**config.mk**
```make
export PLATFORM = sky130hd
export DESIGN_NAME = shared_pin_io_ports
export DESIGN_NICKNAME = d
export VERILOG_FILES = /design/src/rtl/gpio_pkg.sv /design/src/rtl/shared_pin_io_ports.sv /design/src/rtl/wake_edge.sv
export SDC_FILE = /design/constraint.sdc
export NUM_CORES = 1
export LEC_CHECK = 0
export BUFFER_PORTS_ARGS = -buffer_cell sky130_fd_sc_hd__clkbuf_2
export CORE_UTILIZATION = 35
export DETAILED_ROUTE_END_ITERATION = 8
export GPL_TIMING_DRIVEN = 0
export PLACE_DENSITY = 0.66
export RECOVER_POWER = 25
export REMOVE_ABC_BUFFERS = 1
export SLEW_MARGIN = 10
export SYNTH_ARGS = -nofsm -noshare
export SYNTH_HDL_FRONTEND = slang
export SYNTH_HIERARCHICAL = 1
export SYNTH_SLANG_ARGS = --single-unit
```
**constraint.sdc**
```tcl
create_clock -name clk -period 2.5 [get_ports clk]
set_clock_uncertainty 0.1 [all_clocks]
set_input_delay 0.125 -clock clk [delete_from_list [all_inputs] [get_ports clk]]
set_output_delay 0.125 -clock clk [all_outputs]
set_load 0.03 [all_outputs]
```
**src/rtl/gpio_pkg.sv**
```systemverilog
package gpio_pkg;

	// ------------------------------------------------------------
	// pin map: four ports packed into one 26-bit pin vector
	// ------------------------------------------------------------
	localparam int PIN_W = 26;
	localparam int PORTS = 4;
	localparam int PA_BASE = 0;
	localparam int PB_BASE = 8;
	localparam int PC_BASE = 16;
	localparam int PD_BASE = 22;
	localparam int PORT_BASE [PORTS] = '{PA_BASE, PB_BASE, PC_BASE, PD_BASE};
	localparam int PORT_W [PORTS] = '{8, 8, 6, 4};
	localparam int PWM_N = 6;
	localparam int ADC_N = 8;
	localparam int IRQ0_N = 3;
	localparam int WAKE_N = 8;
	localparam int IRQ0_OFS = 4;
	localparam int IRQ1_PIN = PA_BASE + 7;
	localparam int TMR_PIN = PB_BASE + 7;
	localparam int PFD_PIN = PD_BASE;

	// ------------------------------------------------------------
	// register map (byte addresses, one 32-bit word each)
	// ------------------------------------------------------------
	localparam int ADDR_W = 8;
	localparam int DATA_W = 32;
	localparam logic [ADDR_W-1:0] OFF_DATA [PORTS] = '{8'h00, 8'h08, 8'h10, 8'h18};
	localparam logic [ADDR_W-1:0] OFF_DIR [PORTS] = '{8'h04, 8'h0c, 8'h14, 8'h1c};
	localparam logic [ADDR_W-1:0] OFF_WAKE = 8'h20;
	localparam logic [ADDR_W-1:0] OFF_CTRL = 8'h24;
	localparam logic [ADDR_W-1:0] OFF_PWM = 8'h28;
	localparam logic [ADDR_W-1:0] OFF_ADC = 8'h2c;
	localparam logic [ADDR_W-1:0] OFF_BITOP = 8'h30;

	// bit operation word: bit index, port, set/clear, data/direction target
	localparam int BOP_BIT_LSB = 0;
	localparam int BOP_BIT_W = 3;
	localparam int BOP_PORT_LSB = 3;
	localparam int BOP_PORT_W = 2;
	localparam int BOP_SET = 5;
	localparam int BOP_DIR = 6;

	// ------------------------------------------------------------
	// reset values
	// ------------------------------------------------------------
	localparam logic [PIN_W-1:0] DATA_RST = 26'h3ffffff;
	localparam logic [PIN_W-1:0] DIR_RST = 26'h3ffffff;

	// ------------------------------------------------------------
	// carriers
	// ------------------------------------------------------------
	typedef struct packed {
		logic opa_en;
		logic cmp_en;
		logic t1_ext;
		logic t0_ext;
		logic high_side_input_only;
		logic irq1_en;
		logic irq0_en;
	} ctrl_t;
	localparam int CTRL_W = $bits(ctrl_t);

	typedef struct packed {
		logic [PIN_W-1:0] out;
		logic [PIN_W-1:0] oe_n;
		logic [PIN_W-1:0] pull_up;
	} pad_drive_t;

	typedef struct packed {
		logic [PWM_N-1:0] pwm_wave;
		logic pfd_wave;
	} periph_in_t;

	typedef struct packed {
		logic ext_irq0_line_a;
		logic ext_irq0_line_b;
		logic ext_irq0_line_c;
		logic ext_irq1_line;
		logic timer0_ext_input;
		logic timer1_ext_input;
		logic [ADC_N-1:0] adc_analog_sel;
		logic [PWM_N-1:0] pwm_enable;
		logic comparator_sel;
		logic opamp_sel;
	} periph_out_t;

	function automatic int port_of(input int i);
		if (i < PB_BASE) begin
			return 0;
		end else if (i < PC_BASE) begin
			return 1;
		end else if (i < PD_BASE) begin
			return 2;
		end
		return 3;
	endfunction : port_of

	function automatic int bit_of(input int i);
		return i - PORT_BASE[port_of(i)];
	endfunction : bit_of

endpackage : gpio_pkg

```
**src/rtl/shared_pin_io_ports.sv**
```systemverilog
// Added by the designer: the placing of the registers and the Wishbone register port.
`timescale 1ns/10ps
module shared_pin_io_ports #(
	parameter logic [gpio_pkg::PIN_W-1:0] PULLUP_OPT = 26'h3ffffff,
	parameter bit IRQ0_ON_PORT_B = 1'b0,
	parameter bit PFD_OPTION = 1'b0
) (
	// clock and reset
	input wire logic clk,
	input wire logic reset_n,
	// wishbone slave
	input wire logic wb_cyc_i,
	input wire logic wb_stb_i,
	input wire logic wb_we_i,
	input wire logic [gpio_pkg::ADDR_W-1:0] wb_adr_i,
	input wire logic [gpio_pkg::DATA_W-1:0] wb_dat_i,
	input wire logic [3:0] wb_sel_i,
	output logic [gpio_pkg::DATA_W-1:0] wb_dat_o,
	output logic wb_ack_o,
	// pads
	input wire logic [gpio_pkg::PIN_W-1:0] pin_in,
	output gpio_pkg::pad_drive_t pad,
	// shared functions
	input wire gpio_pkg::periph_in_t periph_in,
	output gpio_pkg::periph_out_t periph_out,
	// power down
	input wire logic halted,
	output logic wake_request
);
	import gpio_pkg::*;

	localparam int IRQ0_BASE = IRQ0_ON_PORT_B ? PB_BASE + IRQ0_OFS : PA_BASE + IRQ0_OFS;

	// ------------------------------------------------------------
	// state
	// ------------------------------------------------------------
	typedef struct packed {
		logic [PIN_W-1:0] data;
		logic [PIN_W-1:0] dir;
		logic [WAKE_N-1:0] wake_en;
		ctrl_t ctrl;
		logic [PWM_N-1:0] pwm_sel;
		logic [ADC_N-1:0] adc_control;
		logic ack;
		logic [DATA_W-1:0] rdata;
		pad_drive_t pad;
		periph_out_t periph;
	} io_state_t;

	io_state_t st_reg;
	io_state_t st_next;

	logic req;
	logic wr;
	logic bop_hit;
	logic [BOP_PORT_W-1:0] bop_port;
	logic [BOP_BIT_W-1:0] bop_bit;
	logic [DATA_W-1:0] rd;
	logic [PIN_W-1:0] pin_view;
	logic [PIN_W-1:0] alt_en;
	logic [PIN_W-1:0] alt_val;
	logic [PIN_W-1:0] analog;
	logic [PIN_W-1:0] irq0_mask;
	logic [PIN_W-1:0] blocked;
	logic [IRQ0_N-1:0] irq0_lvl;

	// ------------------------------------------------------------
	// bus access and register updates
	// ------------------------------------------------------------
	always_comb begin
		st_next = st_reg;
		req = wb_cyc_i & wb_stb_i & ~st_reg.ack;
		wr = req & wb_we_i & wb_sel_i[0];
		bop_hit = wr & (wb_adr_i == OFF_BITOP);
		bop_port = wb_dat_i[BOP_PORT_LSB +: BOP_PORT_W];
		bop_bit = wb_dat_i[BOP_BIT_LSB +: BOP_BIT_W];
		rd = '0;
		// input pins are sampled straight from the pads in the read cycle; output pins read back the latch
		pin_view = (st_reg.dir & pin_in) | (~st_reg.dir & st_reg.data);
		st_next.ack = req;

		for (int i = 0; i < PIN_W; i++) begin
			if (req && wb_adr_i == OFF_DATA[port_of(i)]) begin
				rd[bit_of(i)] = pin_view[i];
				if (wr) begin
					st_next.data[i] = wb_dat_i[bit_of(i)];
				end
			end
			if (req && wb_adr_i == OFF_DIR[port_of(i)]) begin
				rd[bit_of(i)] = st_reg.dir[i];
				if (wr) begin
					st_next.dir[i] = wb_dat_i[bit_of(i)];
				end
			end
			// on a data bit operation, input pins of the addressed port get their current level written into the latch too
			if (bop_hit && port_of(i) == int'(bop_port)) begin
				if (wb_dat_i[BOP_DIR]) begin
					if (bit_of(i) == int'(bop_bit)) begin
						st_next.dir[i] = wb_dat_i[BOP_SET];
					end
				end else if (bit_of(i) == int'(bop_bit)) begin
					st_next.data[i] = wb_dat_i[BOP_SET];
				end else begin
					st_next.data[i] = pin_view[i];
				end
			end
		end

		if (req) begin
			unique case (wb_adr_i)
				OFF_WAKE: begin
					rd[WAKE_N-1:0] = st_reg.wake_en;
					if (wr) begin
						st_next.wake_en = wb_dat_i[WAKE_N-1:0];
					end
				end
				OFF_CTRL: begin
					rd[CTRL_W-1:0] = st_reg.ctrl;
					if (wr) begin
						st_next.ctrl = wb_dat_i[CTRL_W-1:0];
					end
				end
				OFF_PWM: begin
					rd[PWM_N-1:0] = st_reg.pwm_sel;
					if (wr) begin
						st_next.pwm_sel = wb_dat_i[PWM_N-1:0];
					end
				end
				OFF_ADC: begin
					rd[ADC_N-1:0] = st_reg.adc_control;
					if (wr) begin
						st_next.adc_control = wb_dat_i[ADC_N-1:0];
					end
				end
				default: begin
				end
			endcase
		end
		st_next.rdata = rd;

		// --------------------------------------------------------
		// pad drive, registered so every pad output is a flop
		// --------------------------------------------------------
		alt_en = '0;
		alt_val = '0;
		alt_en[PC_BASE +: PWM_N] = st_reg.pwm_sel;
		alt_val[PC_BASE +: PWM_N] = periph_in.pwm_wave;
		alt_en[PFD_PIN] = PFD_OPTION;
		alt_val[PFD_PIN] = periph_in.pfd_wave;
		analog = '0;
		analog[PB_BASE +: ADC_N] = st_reg.adc_control;
		irq0_mask = '0;
		irq0_mask[IRQ0_BASE +: IRQ0_N] = '1;
		blocked = irq0_mask & {PIN_W{st_reg.ctrl.high_side_input_only}};

		// alternate waveforms only reach a pin whose direction is output
		st_next.pad.oe_n = st_reg.dir | blocked;
		st_next.pad.out = (alt_en & alt_val) | (~alt_en & st_reg.data);
		st_next.pad.pull_up = st_reg.dir & PULLUP_OPT & ~analog & ~blocked;

		// --------------------------------------------------------
		// shared inputs: irq lines idle high, timer inputs idle low, unless enabled and the pin is an input
		// --------------------------------------------------------
		irq0_lvl = pin_in[IRQ0_BASE +: IRQ0_N] | ~st_reg.dir[IRQ0_BASE +: IRQ0_N]
			| {IRQ0_N{~st_reg.ctrl.irq0_en}};
		st_next.periph.ext_irq0_line_a = irq0_lvl[0];
		st_next.periph.ext_irq0_line_b = irq0_lvl[1];
		st_next.periph.ext_irq0_line_c = irq0_lvl[2];
		st_next.periph.ext_irq1_line = pin_in[IRQ1_PIN] | ~st_reg.dir[IRQ1_PIN]
			| ~st_reg.ctrl.irq1_en;
		st_next.periph.timer0_ext_input = pin_in[TMR_PIN] & st_reg.dir[TMR_PIN]
			& st_reg.ctrl.t0_ext;
		st_next.periph.timer1_ext_input = pin_in[TMR_PIN] & st_reg.dir[TMR_PIN]
			& st_reg.ctrl.t1_ext;
		st_next.periph.adc_analog_sel = st_reg.adc_control;
		st_next.periph.pwm_enable = st_reg.pwm_sel;
		st_next.periph.comparator_sel = st_reg.ctrl.cmp_en;
		st_next.periph.opamp_sel = st_reg.ctrl.opa_en;
	end

	always_ff @(posedge clk or negedge reset_n) begin
		if (!reset_n) begin
			st_reg <= '0;
			st_reg.data <= DATA_RST;
			st_reg.dir <= DIR_RST;
			st_reg.pad.out <= DATA_RST;
			st_reg.pad.oe_n <= DIR_RST;
			st_reg.pad.pull_up <= PULLUP_OPT;
			st_reg.periph.ext_irq0_line_a <= 1'b1;
			st_reg.periph.ext_irq0_line_b <= 1'b1;
			st_reg.periph.ext_irq0_line_c <= 1'b1;
			st_reg.periph.ext_irq1_line <= 1'b1;
		end else begin
			st_reg <= st_next;
		end
	end

	assign wb_dat_o = st_reg.rdata;
	assign wb_ack_o = st_reg.ack;
	assign pad = st_reg.pad;
	assign periph_out = st_reg.periph;

	// ------------------------------------------------------------
	// port A wake-up
	// ------------------------------------------------------------
	wake_edge #(
		.WIDTH(WAKE_N)
	) u_wake (
		.clk(clk),
		.reset_n(reset_n),
		.pins(pin_in[PA_BASE +: WAKE_N]),
		.enable(st_reg.wake_en),
		.halted(halted),
		.wake(wake_request)
	);
endmodule : shared_pin_io_ports

```
**src/rtl/wake_edge.sv**
```systemverilog
`timescale 1ns/10ps
module wake_edge #(
	parameter int WIDTH = 8
) (
	// clock and reset
	input wire logic clk,
	input wire logic reset_n,
	// pins and selection
	input wire logic [WIDTH-1:0] pins,
	input wire logic [WIDTH-1:0] enable,
	input wire logic halted,
	// request to the power-down logic
	output logic wake
);

	typedef struct packed {
		logic [WIDTH-1:0] sync1;
		logic [WIDTH-1:0] sync2;
		logic [WIDTH-1:0] prev;
		logic wake;
	} wake_state_t;

	wake_state_t st_reg;
	wake_state_t st_next;
	logic [WIDTH-1:0] fall;

	// pins idle high, so reset to ones to avoid a false edge at start
	always_comb begin
		st_next = st_reg;
		st_next.sync1 = pins;
		st_next.sync2 = st_reg.sync1;
		st_next.prev = st_reg.sync2;
		fall = st_reg.prev & ~st_reg.sync2 & enable;
		st_next.wake = halted & (|fall);
	end

	always_ff @(posedge clk or negedge reset_n) begin
		if (!reset_n) begin
			st_reg <= '{sync1: '1, sync2: '1, prev: '1, wake: 1'b0};
		end else begin
			st_reg <= st_next;
		end
	end

	assign wake = st_reg.wake;
endmodule : wake_edge

```
==> flow_summary.ini <==
[logic_synthesis]
synthTopCellsByArea = dfstp_2 (38%), dfrtp_1 (14%), buf_4 (10%), mux2i_1 (7.9%), mux2_2 (7.5%)
async_flop_share_pct = 100.0
synthMuxAreaShare_pct = 15.89
yosys.area_share.simple_pct = 12.08
synthesis.area_um2 = 9943
synthAdderAreaFrac_pct = 0
synthTopCellsByCount = dfstp_2 (143), buf_4 (134), mux2i_1 (78)
synthXorXnorAreaFrac_pct = 0
syn_inst = 855
synth_top_cell_by_area = dfstp_2
synth_edf_count = 0
synth_top_family_by_area = multiplexers
synth_warnings = 6
seq_area_frac_synth_pct = 52.13
synthFlopType = dfstp_2
synth_top_area_share_pct = 37.79
synth_most_common_cell = dfstp_2
synth_area_per_cell_um2 = 11.63
ys_ff_latch = 200
synth_compound_gate_area_share_pct = 7.726
ys_types = 64

[cells_and_area]
final_util_pct = 40.49
drive_gt1_share_pct = 43.68
design_area_um2 = 11280
final_nets = 1011
register_area_um2 = 5185
multiInputGateArea_um2 = 3746
finalNonFillerCells = 1319
fill_cells = 2657
largest_register_ffs = 64
syn_to_final_growth_pct = 13.43
antennaDiodeCount = 0

[placed_design]
dp_hpwl_um = 18990
placed_cells_incl_taps = 1251
placed_area_um2 = 10250
place.gp.congestion = 0.8847
port_buffers = 164

[clock_network]
cts_root_buf = clkbuf_16
cts_inserted_buffers = 17
clk_pin_slew_ns = 0.08
cts-htree-levels = 4
insertion_delay_ns = 0.44
clockBufferDepth = 2
cts_tree = built
clock-sinks = 200

[worst_hold_path]
holdPathStages = 4
hold_end = st_reg[210]
hold_class = in -> reg
min_from = pin_in[22]

[detailed_routing]
dr.first_iter.drc_count = 525
drt-total-wl_um = 27630
antenna_left = 0
post_drt_via_cell_ratio = 5.149
drc = 0
drt_pass1_iterations = 5
vias = 6792
route.detailed.wl_per_inst_um = 20.94

[worst_setup_path]
r2r_start = wb_ack_o
worst_path_max_delay_cell = o32ai_1
crit_path_end_kind = flop
slowest_delay_ns = 0.54
path_cells = nand3b_1 -> buf_4 -> inv_1 -> nand4_1 -> o32ai_1 -> a211oi_1 -> a31oi_1
crit_type = reg -> reg
cp.required_ns = 2.74
cp-start-kind = flop
cp.arrival_ns = 2.72
timing.rr.end = wb_dat_o[2]
reg2reg_depth = 7
reg2reg_slack_ns = 0.02
crit_family = compound AO/OA/AOI/OAI gates
path_depth = 7
crit_fanout = 7
timing.critical_path.buf_inv = 2

[floorplan]
die-width_um = 170.6
dieHeight_um = 170.6
start_util_pct = 35.69
core_um2 = 27860
num_rows = 61
die-area_um2 = 29090
pin_count = 217

[timing]
fin_crit_ns = 2.485
max_slew_margin_pct = 4.876
slew_violations = 0
whs_ns = 0.07284
rsz0062_at_grt = true
period_share_pct = 99.39
hold_viol_final = 0
tns_ns = 0
fmaxAchievable_ghz = 0.4025
setup_viol = 0
worst_slew_pin_slew_ns = 1.427

[job]
cap_viol_max_count = 0

[pwr]
power_leakage_nw = 4.728
power_per_cell_area_nw_per_um2 = 600.6
peakVddDrop_v = 0.0003775

[global_route]
grt.total_usage_pct = 19.40
grt_pass1_vias = 6558
grt_pass1_wl_um = 40980
antenna_found_initial = 2
grt_start_max_net_pins = 103
grt-ovfl-total = 0

[run_status]
outcome = complete, no violations
## worst max path at each step
stage	start	to	slack, ns
2_1_floorplan	wb_ack_o	st_reg[201]	-0.66
3_3_place_gp	reset_n	periph_out[12]	-2.53
3_5_place_dp	wb_ack_o	st_reg[204]	-1.29
4_1_cts	wb_ack_o	st_reg[192]	-0.008
5_1_grt	wb_ack_o	st_reg[175]	-0.01
6_report	wb_ack_o	wb_dat_o[2]	0.02
## power by group
group          internal [mW]  total [mW]  switching (mW)
registers               3.30        3.33          0.0268
clock network           1.72        2.97            1.25
logic                  0.123       0.473           0.349
## area by class of cell
type	count	share of cell area, %
inverters	10	0.3328
clock inverters	12	1.653
clock buffers	20	3.961
repair buffers	203	10.67
multi-input cells	496	33.22
well taps	378	4.193
flip-flops and latches	200	45.97
## cell usage in the layout, fill, tap and decap left out, drive strengths merged, types with 6 or more instances in the layout
master and count:
inv 13, or2 7, conb 24, nand3b 7, dfrtp 57, clkbuf 184
o211ai 6, mux2i 78, nor2 60, a32oi 7, a21oi 28, dlygate4sd3 18
a211oi 7, dfstp 143, buf 20, nor4 14, mux2 67, nor2b 20
o21ai 37, nor3 9, o22ai 11, a31oi 9, nor3b 6, or3 7
nand3 7, nand2 37
## metal layers
layer  share of wire [%]  GRT usage [%]  vias up
met5               0.047              0        -
met4                 2.6          6.737        2
met3                 7.0          4.788       45
met2                  47          30.54      306
met1                  44          25.91     3432
li1                    -              -     3007
## tightest hold or removal path, stage by stage
cell and delay (ns):
clkbuf_2 0.09, mux2_2 0.14, o21ai_0 0.07, mux2i_1 0.14
## kinds of logic after synthesis
family / Yosys count
and+or+nand+nor: 201
DFF: 200
buffers and inverters: 183
muxes: 147
AOI/OAI and AO/OA: 123
other: 1
## repair_timing
action	CTS	global route
setup endpoints to repair	88	47
setup buffers	9	8
hold buffers	18	0
gates cloned	1	0
pin swaps	3	3
hold endpoints to repair	45	0
gates resized for setup	9	8
## stage by stage
stage	power [mW]	worst slack, ns
after global placement	3.804	-2.531
after floorplan	3.564	-0.6557
after CTS	6.861	-0.008408
after global routing	7.006	-0.009940
after detailed placement	3.827	-1.287
final	6.774	0.01534
Note: power is estimated with default switching activity, not from simulation.
